[config.mk]
export PLATFORM = sky130hd
export DESIGN_NAME = gcs_sequencer
export DESIGN_NICKNAME = d
export VERILOG_FILES = /design/src/design/gcs_pkg.sv /design/src/design/gcs_irq_if.sv /design/src/design/gcs_divider.sv /design/src/design/gcs_irq.sv /design/src/design/gcs_sequencer.sv
export VERILOG_INCLUDE_DIRS = /design/src /design/src/design
export SDC_FILE = /design/constraint.sdc
export NUM_CORES = 1
export LEC_CHECK = 0
export ABC_AREA = 1
export ABC_CLOCK_PERIOD_IN_PS = 1700
export BUFFER_PORTS_ARGS = -buffer_cell sky130_fd_sc_hd__buf_2
export CAP_MARGIN = 30
export CORE_MARGIN = 4
export CORE_UTILIZATION = 35
export DETAILED_ROUTE_END_ITERATION = 6
export PLACE_DENSITY = 0.59
export SYNTH_ARGS = -nofsm -noshare
export SYNTH_HDL_FRONTEND = slang
export SYNTH_SLANG_ARGS = --single-unit
[constraint.sdc]
create_clock -name pclk -period 1.7 [get_ports pclk]
set_input_delay 0.255 -clock pclk [delete_from_list [all_inputs] [get_ports pclk]]
set_output_delay 0.255 -clock pclk [all_outputs]
set_load 0.01 [all_outputs]
[src/design/gcs_regs.svh]
// Purpose: register offsets, field positions and timing figures
// Assumes: 32-bit APB data, one aligned word per register
// Notes:   definitions only
`ifndef GCS_REGS_SVH
`define GCS_REGS_SVH
`define GCS_OFF_CTRL    8'h00
`define GCS_OFF_CTRL2   8'h04
`define GCS_OFF_CTRL3   8'h08
`define GCS_OFF_STAT    8'h0C
`define GCS_OFF_MASK    8'h10
`define GCS_OFF_STATE   8'h14
`define GCS_OFF_RESULT  8'h18
`define GCS_B_EN        0
`define GCS_B_START     1
`define GCS_B_CONT      2
`define GCS_B_SE        3
`define GCS_B_ACLK      4
`define GCS_B_CCLK      5
`define GCS_F_CHAN      11:8
`define GCS_CTRL_WMASK  32'h0000_0F3D
`define GCS_B_ATTN      0
`define GCS_F_SMPL      5:4
`define GCS_CTRL2_WMASK 32'h0000_0031
`define GCS_F_ENDEL     7:0
`define GCS_F_IVAL      15:8
`define GCS_CTRL3_WMASK 32'h0000_FFFF
`define GCS_RST_REG     32'h0000_0000
`define GCS_CH_BAT      4'h8
`define GCS_CH_GND      4'h9
`define GCS_CH_PAIR     4'h1
`define GCS_PCLK_MHZ    20
`define GCS_CONV_MHZ    16
`define GCS_CCLK_LO_MHZ 16
`define GCS_CCLK_HI_MHZ 96
`define GCS_EN_UNIT_CLK 32
`define GCS_MS_US       1000
`endif

[src/design/gcs_pkg.sv]
// Purpose: shared types of the converter sequencer
// Assumes: nothing beyond the register header
// Notes:   Gray codes along off, settle, sample, convert, wait
package gcs_pkg;
    typedef enum logic [2:0] {
        GCS_OFF     = 3'h0,
        GCS_SETTLE  = 3'h1,
        GCS_SAMPLE  = 3'h3,
        GCS_CONVERT = 3'h2,
        GCS_WAIT    = 3'h6
    } gcs_state_type;
    typedef logic [9:0] gcs_result_type;
endpackage : gcs_pkg

[src/design/gcs_irq_if.sv]
// Purpose: carries completion events and status between sequencer and interrupt unit
// Assumes: single clock pclk
// Notes:   one event source today, widen with the status register
`timescale 1ns/1ps
interface gcs_irq_if;
    logic done_evt;
    logic status_clr;
    logic mask;
    logic status;
    logic irq;
    modport src  (output done_evt, output status_clr, output mask, input status, input irq);
    modport unit (input done_evt, input status_clr, input mask, output status, output irq);
endinterface : gcs_irq_if

[src/design/gcs_divider.sv]
// Purpose: one-cycle tick every period cycles while enabled
// Assumes: period of at least one
// Notes:   restarts from zero whenever disabled
`timescale 1ns/1ps
module gcs_divider #(
    parameter int W = 16
) (
    // Clock and reset
    input  wire logic         pclk,
    input  wire logic         presetn,
    // Control
    input  wire logic         enable,
    input  wire logic [W-1:0] period,
    // Tick out
    output logic              tick
);
    logic [W-1:0] cnt;
    logic [W-1:0] next_cnt;
    logic         next_tick;

    // Count to period minus one, then pulse
    always_comb begin
        next_cnt  = '0;
        next_tick = 1'b0;
        if (enable) begin
            if (cnt >= period - W'(1)) begin
                next_tick = 1'b1;
            end else begin
                next_cnt = cnt + W'(1);
            end
        end
    end

    always_ff @(posedge pclk or negedge presetn) begin
        if (!presetn) begin
            cnt  <= '0;
            tick <= 1'b0;
        end else begin
            cnt  <= next_cnt;
            tick <= next_tick;
        end
    end
endmodule : gcs_divider

[src/design/gcs_irq.sv]
// Purpose: sticky completion status, mask gating, level interrupt
// Assumes: clear only removes bits that the read actually returned
// Notes:   a new event beats a clear in the same cycle
`timescale 1ns/1ps
module gcs_irq (
    // Clock and reset
    input  wire logic pclk,
    input  wire logic presetn,
    // Event side
    gcs_irq_if.unit   ev
);
    logic next_status;

    // Set wins over the read clear
    always_comb begin
        next_status = (ev.status & ~ev.status_clr) | ev.done_evt;
    end

    always_ff @(posedge pclk or negedge presetn) begin
        if (!presetn) begin
            ev.status <= 1'b0;
            ev.irq    <= 1'b0;
        end else begin
            ev.status <= next_status;
            ev.irq    <= next_status & ev.mask;
        end
    end
endmodule : gcs_irq

[src/design/gcs_sequencer.sv]
// Purpose: enable sequence, conversion handshake and continuous mode of the converter
// Assumes: APB slave, 20 MHz pclk, analog core result quasi-static after a conversion
// Notes:   converter clocks are modelled as pclk tick enables
// Behaviour
// - Enable turns regulator on, waits the delay count, then enables the converter.
// - Enabled and idle, the converter samples the selected channel.
// - Writing 1 to start ends sampling and launches conversion.
// - On completion start clears, sampling resumes and the interrupt is raised.
// - Conversion lasts about one 16 MHz period.
// - Continuous mode relaunches each conversion automatically after the previous.
// - Interval zero restarts at once; nonzero spaces conversions by that many ms.
// - Nonzero interval launches align to a 1 ms tick.
// - Select bit chooses eight single-ended channels or two differential pairs.
// - Attenuation triples the input scale to 0 to 3.6 V.
// - Channel selector also routes battery supply and analog ground.
// - Analog core clock 100 MHz or converter clock; logic clock 16 or 96 MHz.
//
// The register offsets and register access over APB were decided locally.
`timescale 1ns/1ps
`include "gcs_regs.svh"
module gcs_sequencer #(
    parameter int MS_CYCLES = `GCS_MS_US * `GCS_PCLK_MHZ
) (
    // Clock and reset
    input  wire logic                   pclk,
    input  wire logic                   presetn,
    // APB slave
    input  wire logic                   psel,
    input  wire logic                   penable,
    input  wire logic                   pwrite,
    input  wire logic [7:0]             paddr,
    input  wire logic [31:0]            pwdata,
    output logic [31:0]                 prdata,
    output logic                        pready,
    output logic                        pslverr,
    // Analog core
    input  wire gcs_pkg::gcs_result_type core_result,
    output logic                        regulator_en,
    output logic                        converter_en,
    output logic                        sample_phase,
    output logic                        convert_start,
    output logic [3:0]                  mux_sel,
    output logic                        single_ended,
    output logic                        attenuation,
    output logic                        analog_clk_sel,
    output logic                        conv_clk_sel,
    output logic [1:0]                  sampling_time,
    // System
    output logic                        dma_req,
    output logic                        conversion_done_irq
);
    import gcs_pkg::*;

    // Converter periods as pclk counts, rounded up so no delay ever comes out short
    localparam int CONV_CYC = (`GCS_PCLK_MHZ + `GCS_CONV_MHZ - 1) / `GCS_CONV_MHZ;
    localparam int UNIT_LO  = (`GCS_EN_UNIT_CLK * `GCS_PCLK_MHZ + `GCS_CCLK_LO_MHZ - 1) / `GCS_CCLK_LO_MHZ;
    localparam int UNIT_HI  = (`GCS_EN_UNIT_CLK * `GCS_PCLK_MHZ + `GCS_CCLK_HI_MHZ - 1) / `GCS_CCLK_HI_MHZ;

    gcs_irq_if     irq_bus ();
    gcs_state_type state, next_state;
    logic [31:0]   ctrl, ctrl2, ctrl3, next_ctrl, next_ctrl2, next_ctrl3;
    logic [31:0]   next_prdata;
    logic          next_pready, next_pslverr;
    logic          mask, next_mask;
    logic [7:0]    cnt, next_cnt, ms, next_ms;
    logic          next_reg_on, next_conv_on, next_sample, next_launch;
    logic [3:0]    next_mux;
    logic          fsm_done, start_clr, set_start, wr_go, rd_go;
    logic          unit_tick, ms_tick, gated;
    logic [9:0]    res_meta, res_sync, result, next_result;
    logic [5:0]    unit_period;

    assign wr_go  = psel & penable & pready & pwrite;
    assign rd_go  = psel & penable & pready & ~pwrite;
    assign gated  = ctrl[`GCS_B_CONT] & (ctrl3[`GCS_F_IVAL] != 8'h00);
    assign unit_period = conv_clk_sel ? 6'(UNIT_HI) : 6'(UNIT_LO);

    // Settling unit tick, one per 32 converter clocks
    gcs_divider #(.W(6)) u_unit_div (
        .pclk    (pclk),
        .presetn (presetn),
        .enable  (state == GCS_SETTLE),
        .period  (unit_period),
        .tick    (unit_tick)
    );

    // Free-running 1 ms tick while the converter is on
    gcs_divider #(.W(16)) u_ms_div (
        .pclk    (pclk),
        .presetn (presetn),
        .enable  (converter_en),
        .period  (16'(MS_CYCLES)),
        .tick    (ms_tick)
    );

    // Completion status and interrupt
    gcs_irq u_irq (
        .pclk    (pclk),
        .presetn (presetn),
        .ev      (irq_bus.unit)
    );

    assign irq_bus.done_evt   = fsm_done;
    assign irq_bus.mask       = mask;
    assign irq_bus.status_clr = rd_go & (paddr == `GCS_OFF_STAT) & prdata[0];
    assign conversion_done_irq = irq_bus.irq;

    // Result pins cross from the analog side
    always_ff @(posedge pclk or negedge presetn) begin
        if (!presetn) begin
            res_meta <= 10'h000;
            res_sync <= 10'h000;
        end else begin
            res_meta <= core_result;
            res_sync <= res_meta;
        end
    end

    // Register file and one-wait-state APB answer
    always_comb begin
        next_ctrl    = ctrl;
        next_ctrl2   = ctrl2;
        next_ctrl3   = ctrl3;
        next_mask    = mask;
        next_prdata  = prdata;
        next_pready  = 1'b0;
        next_pslverr = 1'b0;
        set_start    = 1'b0;
        next_result  = fsm_done ? res_sync : result;
        if (psel & penable & ~pready) begin
            next_pready = 1'b1;
            case (paddr)
                `GCS_OFF_CTRL:   next_prdata = ctrl;
                `GCS_OFF_CTRL2:  next_prdata = ctrl2;
                `GCS_OFF_CTRL3:  next_prdata = ctrl3;
                `GCS_OFF_STAT:   next_prdata = {31'h0000_0000, irq_bus.status};
                `GCS_OFF_MASK:   next_prdata = {31'h0000_0000, mask};
                `GCS_OFF_STATE:  next_prdata = {29'h0000_0000, state};
                `GCS_OFF_RESULT: next_prdata = {22'h00_0000, result};
                default: begin
                    next_prdata  = 32'h0000_0000;
                    next_pslverr = 1'b1; // Unmapped address
                end
            endcase
        end
        if (wr_go) begin
            case (paddr)
                `GCS_OFF_CTRL: begin
                    next_ctrl = (pwdata & `GCS_CTRL_WMASK) | (ctrl & ~`GCS_CTRL_WMASK);
                    set_start = pwdata[`GCS_B_START] & pwdata[`GCS_B_EN];
                end
                `GCS_OFF_CTRL2: next_ctrl2 = pwdata & `GCS_CTRL2_WMASK;
                `GCS_OFF_CTRL3: next_ctrl3 = pwdata & `GCS_CTRL3_WMASK;
                `GCS_OFF_MASK:  next_mask  = pwdata[0];
                default: begin
                end
            endcase
        end
        // Start is set only by software, cleared by hardware; the set wins
        next_ctrl[`GCS_B_START] = (ctrl[`GCS_B_START] & ~start_clr & next_ctrl[`GCS_B_EN]) | set_start;
        // Differential mode only has two pairs; battery and ground pass through
        if (next_ctrl[`GCS_F_CHAN] >= `GCS_CH_BAT) begin
            next_mux = next_ctrl[`GCS_F_CHAN];
        end else if (next_ctrl[`GCS_B_SE]) begin
            next_mux = next_ctrl[`GCS_F_CHAN];
        end else begin
            next_mux = next_ctrl[`GCS_F_CHAN] & `GCS_CH_PAIR;
        end
    end

    always_ff @(posedge pclk or negedge presetn) begin
        if (!presetn) begin
            ctrl           <= `GCS_RST_REG;
            ctrl2          <= `GCS_RST_REG;
            ctrl3          <= `GCS_RST_REG;
            mask           <= 1'b0;
            prdata         <= `GCS_RST_REG;
            pready         <= 1'b0;
            pslverr        <= 1'b0;
            result         <= 10'h000;
            mux_sel        <= 4'h0;
            single_ended   <= 1'b0;
            attenuation    <= 1'b0;
            analog_clk_sel <= 1'b0;
            conv_clk_sel   <= 1'b0;
            sampling_time  <= 2'h0;
        end else begin
            ctrl           <= next_ctrl;
            ctrl2          <= next_ctrl2;
            ctrl3          <= next_ctrl3;
            mask           <= next_mask;
            prdata         <= next_prdata;
            pready         <= next_pready;
            pslverr        <= next_pslverr;
            result         <= next_result;
            mux_sel        <= next_mux;
            single_ended   <= next_ctrl[`GCS_B_SE];
            attenuation    <= next_ctrl2[`GCS_B_ATTN];
            analog_clk_sel <= next_ctrl[`GCS_B_ACLK];
            conv_clk_sel   <= next_ctrl[`GCS_B_CCLK];
            sampling_time  <= next_ctrl2[`GCS_F_SMPL];
        end
    end

    // Sequencer: settle, sample, convert, interval wait
    always_comb begin
        next_state  = state;
        next_cnt    = cnt;
        next_ms     = ms;
        next_launch = 1'b0;
        fsm_done    = 1'b0;
        start_clr   = 1'b0;
        case (state)
            GCS_OFF: begin
                if (ctrl[`GCS_B_EN]) begin
                    next_state = GCS_SETTLE;
                    next_cnt   = ctrl3[`GCS_F_ENDEL];
                end
            end
            GCS_SETTLE: begin
                if (cnt == 8'h00) begin
                    next_state = GCS_SAMPLE;
                end else if (unit_tick) begin
                    next_cnt = cnt - 8'h01;
                end
            end
            GCS_SAMPLE: begin
                // Interval mode waits for the ms tick even on the first launch
                if (ctrl[`GCS_B_START] & (~gated | ms_tick)) begin
                    next_state  = GCS_CONVERT;
                    next_cnt    = 8'(CONV_CYC - 1);
                    next_launch = 1'b1;
                end
            end
            GCS_CONVERT: begin
                if (cnt != 8'h00) begin
                    next_cnt = cnt - 8'h01;
                end else begin
                    fsm_done = 1'b1;
                    if (ctrl[`GCS_B_CONT] & ~gated) begin
                        next_cnt    = 8'(CONV_CYC - 1);
                        next_launch = 1'b1;
                    end else if (ctrl[`GCS_B_CONT]) begin
                        next_state = GCS_WAIT;
                        next_ms    = ctrl3[`GCS_F_IVAL];
                    end else begin
                        next_state = GCS_SAMPLE;
                        start_clr  = 1'b1;
                    end
                end
            end
            GCS_WAIT: begin
                if (~ctrl[`GCS_B_CONT]) begin
                    next_state = GCS_SAMPLE;
                    start_clr  = 1'b1;
                end else if (ms_tick) begin
                    if (ms <= 8'h01) begin
                        next_state  = GCS_CONVERT;
                        next_cnt    = 8'(CONV_CYC - 1);
                        next_launch = 1'b1;
                    end else begin
                        next_ms = ms - 8'h01;
                    end
                end
            end
            default: next_state = GCS_OFF;
        endcase
        // Dropping enable powers everything down at once
        if (~ctrl[`GCS_B_EN]) begin
            next_state  = GCS_OFF;
            next_launch = 1'b0;
        end
        next_reg_on  = next_state != GCS_OFF;
        next_conv_on = next_reg_on & (next_state != GCS_SETTLE);
        next_sample  = (next_state == GCS_SAMPLE) | (next_state == GCS_WAIT);
    end

    always_ff @(posedge pclk or negedge presetn) begin
        if (!presetn) begin
            state         <= GCS_OFF;
            cnt           <= 8'h00;
            ms            <= 8'h00;
            regulator_en  <= 1'b0;
            converter_en  <= 1'b0;
            sample_phase  <= 1'b0;
            convert_start <= 1'b0;
            dma_req       <= 1'b0;
        end else begin
            state         <= next_state;
            cnt           <= next_cnt;
            ms            <= next_ms;
            regulator_en  <= next_reg_on;
            converter_en  <= next_conv_on;
            sample_phase  <= next_sample;
            convert_start <= next_launch;
            dma_req       <= fsm_done;
        end
    end
endmodule : gcs_sequencer

==> reports/summary.txt, run 1 <==
Root Driver: clkbuf_16
Period utilization: 94.4%
Hold WC Path Type: input port to flip-flop
Async SR Flop Fraction: 100%
Final slew viol count: 0
Critical Path RT: 2.00 ns
First-pass GRT wire length: 24,800 um
Height of the die: 142 um
YS warnings: 0
GPL Wtd Cong: 0.868
Primary FF master, synth: dfrtp_1
Final wirelength: 15,000 um
Fmax: 0.623 GHz
Worst Setup Path Type: flip-flop to flip-flop
RSZ-0062 raised after global routing: true
Top Ports: 105
Hold slack: 0.0459 ns
CTS Buf Count: 17
Synthesized cell area: 6270 sq um
Worst Setup SP: cnt[0]
Clock Skews: 0.00772 ns
Seq/Total Area, Yosys: 51.8%
Synthesized instance count: 762
Final hold violations: 0
Arrival @ worst endpoint: 1.90 ns
Ant. Diodes: 0
Fin Setup TNS: 0 ns
Largest net degree at the start of global routing: 47
Synth top area share: 51.8%
CP max FO: 3
Initial core utilization: 36.0%
Largest area contributor in the netlist: dfrtp_1
Layout filler cell count: 1,737
Mean post-synth cell area: 8.23 sq um
Slew HR: 50.4%
CP delay by family, top: simple AND/OR/NAND/NOR gates
Delay of the slowest cell on the worst path: 0.36 ns
Most common cell in the netlist: nand2_1
GRT Util Overall: 15.5%
Vias: 5,155
Avg WL per Cell: 13.3 um
Unique masters post-synth: 40
Clock sink total: 130
Drt initial violations: 309
Worst-path clk slew: 0.06 ns
VDD IR max: 0.000693 V
Final setup viols: 0
Crit end category: flip-flop
Synth top area cells: dfrtp_1 52%, nand2_1 13%, inv_1 4.7%, nor2_1 4.7%, nand3_1 4.4%
Max-Cap Viols: 0
TritonCTS clock tree: done
DRT Pass-1 Iters: 4
Post-synth EDFFs: 0
Clk_lat worst skew: 0.42 ns
PortBufs: 72
Die W: 142 um
Worst setup margin: 0.0960 ns
Critical path's slowest cell: dfrtp_1
Lkg Pwr: 4.12 nW
Share of layout cells above drive strength 1: 23.3%
Startpoint Class: flip-flop
Total Die Area: 20,100 sq um
Min-delay src: pwdata[12]
Grt ovf: 0
DRT antenna net count: 0
Avg Vias per Cell: 4.54
Rows: 48
Core Footprint: 17,400 sq um
Worst-margin pin slew: 0.743 ns
Setup slack at placement: -0.00427 ns
Buf/Inv on CP: 2
DRC errors left: 0
Flops & latches, synth: 130
Layout area overhead: 27.5%
R2R Path Start: cnt[0]
Initial antenna violation count: 1
Status: completed
Synth cell count leaders: 223 x nand2_1, 130 x dfrtp_1, 79 x inv_1
Detailed placement HPWL: 11,300 um
Crit-path cells: inv_2, ha_4, inv_1, nor2_1, nand2_1, nor2_4, o21ai_0, nand3_1, nand3_1, nand2_1
Clock Path Buffers: 2
H-tree levels: 4
Pwr dens: 914 nW/um^2
Min cycle time layout: 1.60 ns
Vias in the first global route: 5,051
Final nets: 959
==> kinds of logic (layout without fill, tap and decap cells) <==
group	after synthesis	in the layout	share of synthesized area [%]
compound gates	88	88	8.00
xor+xnor	14	14	1.95
simple gates	400	400	27.7
mux	3	3	0.479
buf+inv	119	251	8.59
fa+ha+maj	7	7	1.40
other cells	1	17	0.0598
flops	130	130	51.8
==> stage by stage <==
step	cells	power, mW	area (sq um)	util [%]
finish	1135	7.31	8000	45.9
global route	1135	7.64	8000	45.9
CTS	1128	7.35	7850	45.0
detailed placement	1085	3.78	7150	41.1
global placement	1085	3.78	7150	41.1
floorplan	778	3.55	6330	-
==> power breakdown <==
| group | internal, mW | switching, mW | total (mW) | leakage [nW] |
|---|---|---|---|---|
| clock network | 2.05 | 1.45 | 3.50 | 0.274 |
| logic | 0.233 | 0.389 | 0.622 | 2.20 |
| registers | 3.15 | 0.0381 | 3.19 | 1.65 |
==> layer usage <==
metal  wire length (um)  GRT usage [%]  share of wire (%)  vias to the layer above
met3                968           4.52                6.4                       11
met4                150           4.70                1.0                        2
li1                   -              -                  -                     2662
met1               6710           20.2                 45                     2396
met5                 13              0              0.086                        -
met2               7210           25.0                 48                       84
==> placed cells by master (no fill, tap or decap), types with 10 or more instances in the layout <==
master,synthesis,layout
nand2_2,5,10
a21oi_1,15,15
conb_1,1,17
buf_4,20,44
o21ai_0,51,49
dfrtp_1,130,129
buf_2,8,71
inv_1,79,76
nor2_1,78,73
clkbuf_16,0,17
nand3_1,55,53
nand2_1,223,216
inv_2,7,10
dlygate4sd3_1,0,11
==> registers in the layout, summed over array words and instances (netlist names), 2 cells and up <==
name and cells:
prdata 16, ctrl 9, u_ms_div.cnt 16, res_sync 10
state 3, res_meta 10, result 10, u_unit_div.cnt 6
ms 8, mux_sel 3, ctrl2 2, ctrl3 16
cnt 8
==> cell type report <==
| type | instances | area (sq um) | area share, % |
|---|---|---|---|
| well taps | 225 | 282 | 3.52 |
| clock inverters | 15 | 148 | 1.85 |
| clock buffers | 17 | 425 | 5.32 |
| multi-input cells | 529 | 2650 | 33.1 |
| inverters | 86 | 323 | 4.04 |
| repair buffers | 133 | 918 | 11.5 |
| flip-flops and latches | 130 | 3250 | 40.7 |
==> worst paths after layout <==
check,slack (ns),to,depth (start not counted)
setup reg to reg,0.1,sample_phase,10
min in group asynchronous,0.33,u_ms_div.cnt[8],2
hold / removal,0.05,ctrl3[12],3
hold reg to reg,0.35,res_sync[9],0
setup / recovery,0.1,sample_phase,10
max in group asynchronous,0.83,u_unit_div.cnt[4],3
==> tightest hold or removal path: stages <==
cell and delay [ns]:
buf_2 0.08, nand2_1 0.04, o21ai_0 0.05
==> what timing repair did <==
action / in CTS / in global routing
cloned: 0 / 0
hold buffers: 11 / 0
buffers inserted: 0 / 7
gates resized for setup: 2 / 31
setup endpoints to repair: 5 / 19
endpoints found under the hold margin: 51 / 0
pin swaps: 0 / 10
No activity file was read; power rests on OpenSTA's default activity.
==> run 2: changes to the inputs <==
--- a/config.mk
+++ b/config.mk
@@ -13,7 +13,9 @@
 export CORE_MARGIN = 4
 export CORE_UTILIZATION = 35
 export DETAILED_ROUTE_END_ITERATION = 6
-export PLACE_DENSITY = 0.59
+export GPL_TIMING_DRIVEN = 0
+export PLACE_DENSITY = 0.58
 export SYNTH_ARGS = -nofsm -noshare
 export SYNTH_HDL_FRONTEND = slang
+export SYNTH_HIERARCHICAL = 1
 export SYNTH_SLANG_ARGS = --single-unit
==> run 2 against run 1 <==
The flow now finishes with violations (setup timing). Cell count rose by 21%. Final area is 22% higher. Count of clock-buffer cells in the layout up 2. Setup slack got worse by 0.35 ns. Sequential cell count grew 1. Synthesized cell count up 15%.
==> reports/summary.txt, run 2 <==
Avg WL per Cell: 12.9 um
Worst-margin pin slew: 0.558 ns
Share of layout cells above drive strength 1: 28.7%
Unique masters post-synth: 51
Clk pwr share: 50.5%
Clock sink total: 131
Drt initial violations: 297
Min-delay src: pwdata[15]
Avg Vias per Cell: 4.44
Final wirelength: 17,700 um
Min cycle time layout: 1.96 ns
Mean post-synth cell area: 8.21 sq um
Switching pwr: 1.77 mW
Vias: 6,075
PortBufs: 72
Largest area contributor in the netlist: dfrtp_1
Grt ovf: 0
Buf/Inv on CP: 2
Dpl cell area: 8150 sq um
Final nets: 1,170
Post-synth EDFFs: 0
Startpoint Class: flip-flop
Failing checks: setup timing
Height of the die: 151 um
Delay of the slowest cell on the worst path: 0.57 ns
Commonest non-fill, non-tap cell in the layout: nand2_1
CTS Buf Count: 17
Synth cell count leaders: 221 x nand2_1, 131 x dfrtp_1, 121 x inv_1
Rows: 52
Initial core utilization: 35.6%
CP max FO: 8
Top Ports: 105
Critical R2R Capture: u_unit_div/cnt[5]
TritonCTS clock tree: done
DRT Pass-1 Iters: 5
Fmax: 0.511 GHz
Synthesized instance count: 876
Period utilization: 115%
Crit-path cells: nor3_4, nand3_1, nand2_1, nand2_1, inv_2, ha_4, nand2_4, inv_4, a21oi_4, nand3_4, nor2_1
Comb pwr share: 8.1%
Seq/Total Area, Yosys: 45.6%
Synth top area cells: dfrtp_1 46%, nand2_1 12%, inv_1 6.3%, ha_1 5.0%, nor2_1 4.8%
R2R Path Start: ctrl[5]
GPL Wtd Cong: 0.847
Root Driver: clkbuf_16
DRT antenna net count: 0
R2r worst-path depth: 11
Fin Setup TNS: -2.09 ns
Commonest cells after routing, fill and taps aside: 205 x nand2_1, 122 x dfrtp_1, 111 x inv_1, 73 x buf_2, 72 x nor2_1
Worst Setup Path Type: flip-flop to flip-flop
Worst setup margin: -0.257 ns
Setup slack at placement: -0.377 ns
Layout filler cell count: 1,947
Status: finished with violations
Final slew viol count: 0
Finished Cell Area: 9720 sq um
Clock Skews: 0.0100 ns
VDD IR max: 0.000621 V
Synth top area share: 45.6%
Hold WC Path Type: input port to flip-flop
Clk_lat worst skew: 0.43 ns
Detailed placement HPWL: 12,500 um
Worst-path clk slew: 0.06 ns
Layout area overhead: 35.1%
Final hold violations: 0
Sw Ratio: 23.0%
Hold Crit Endpoint: ctrl3[15]
Dpl cells: 1,277
Core Footprint: 20,200 sq um
Lkg Pwr: 4.96 nW
Synthesized cell area: 7190 sq um
Internal power: 5.93 mW
Clock Path Buffers: 2
Hold slack: 0.0933 ns
Sequential share of power: 41.4%
RSZ-0062 raised after global routing: true
Reg2reg setup slack: -0.26 ns
Die W: 151 um
Most common cell in the netlist: nand2_1
Critical Path RT: 2.06 ns
First-pass GRT wire length: 27,600 um
Final setup viols: 23
Fin util: 48.0%
Max-Cap Viols: 0
Pwr dens: 791 nW/um^2
DRC errors left: 0
Largest net degree at the start of global routing: 91
Slew HR: 62.8%
Arrival @ worst endpoint: 2.31 ns
PnR Total Power: 7.69 mW
GRT Util Overall: 15.3%
Ant. Diodes: 0
Primary FF master, synth: dfrtp_1
CP delay by family, top: simple AND/OR/NAND/NOR gates
Async SR Flop Fraction: 100%
Crit end category: flip-flop
Top Registers: ctrl3 x16, prdata x16, u_ms_div/cnt x16
Critical path's slowest cell: dfrtp_4
Non-filler cells, final: 1,368
H-tree levels: 4
Total Die Area: 22,900 sq um
Hold path depth: 3
Vias in the first global route: 5,561
Crit-path most repeated cell: nand2_1
Initial antenna violation count: 0
Flops & latches, synth: 131
YS warnings: 6
-- run 2: worst max path at each step --
stage,from,to,slack (ns),depth (start not counted)
6_report,ctrl[5],u_unit_div/cnt[5],-0.26,11
5_1_grt,ctrl[5],u_unit_div/cnt[5],-0.36,11
4_1_cts,ctrl[5],u_unit_div/cnt[0],-0.30,10
3_5_place_dp,cnt[0],ms[2],-0.38,10
3_3_place_gp,presetn,ctrl[5],-1.75,1
2_1_floorplan,ctrl[5],u_unit_div/cnt[0],-0.05,10
-- run 2: power by group through the flow --
stage          logic, mW  registers, mW  clock network, mW
4_1_cts            0.557           3.18               3.95
6_report           0.622           3.19               3.89
5_1_grt            0.701           3.19               4.12
3_5_place_dp       0.470           3.24                  0
2_1_floorplan      0.288           3.24                  0
3_3_place_gp       0.455           3.24                  0
-- run 2: final cells by class --
| class | instances | area (sq um) | share of cell area [%] |
|---|---|---|---|
| multi-input combinational | 647 | 3800 | 39.1 |
| sequential | 131 | 3290 | 33.9 |
| timing repair buffer | 135 | 956 | 9.83 |
| inverter | 126 | 495 | 5.10 |
| clock buffer | 19 | 443 | 4.56 |
| tap | 270 | 338 | 3.47 |
| buffer | 28 | 215 | 2.21 |
| clock inverter | 12 | 181 | 1.87 |
-- run 2: logic make-up after synthesis --
| logic type | count (synthesis) | synth area share [%] |
|---|---|---|
| buf+inv | 156 | 9.48 |
| other cells | 2 | 0.104 |
| compound gates | 119 | 10.3 |
| fa+ha+maj | 29 | 5.04 |
| simple gates | 405 | 25.3 |
| xor+xnor | 32 | 3.90 |
| flops | 131 | 45.6 |
| mux | 2 | 0.296 |
-- run 2: worst min-delay path, stage by stage --
cell and delay, ns:
buf_2 0.07, nor2_1 0.04, a21oi_1 0.10
-- run 2: metal layers --
metal,up-vias,part of all wire [%],wire length (um),global-route usage (%)
li1,3134,-,-,-
met2,106,47,8260,23.3
met1,2817,48,8520,22.1
met5,-,0,0,0
met3,18,3.6,629,3.20
met4,0,1.4,242,4.31
-- run 2: repair_timing --
| action | CTS | global route |
|---|---|---|
| hold buffers | 11 | 0 |
| endpoints found under the hold margin | 51 | 0 |
| pin swaps | 13 | 33 |
| cloned | 1 | 2 |
| setup endpoints to repair | 48 | 46 |
| resized for setup | 24 | 92 |
| setup buffers | 16 | 34 |
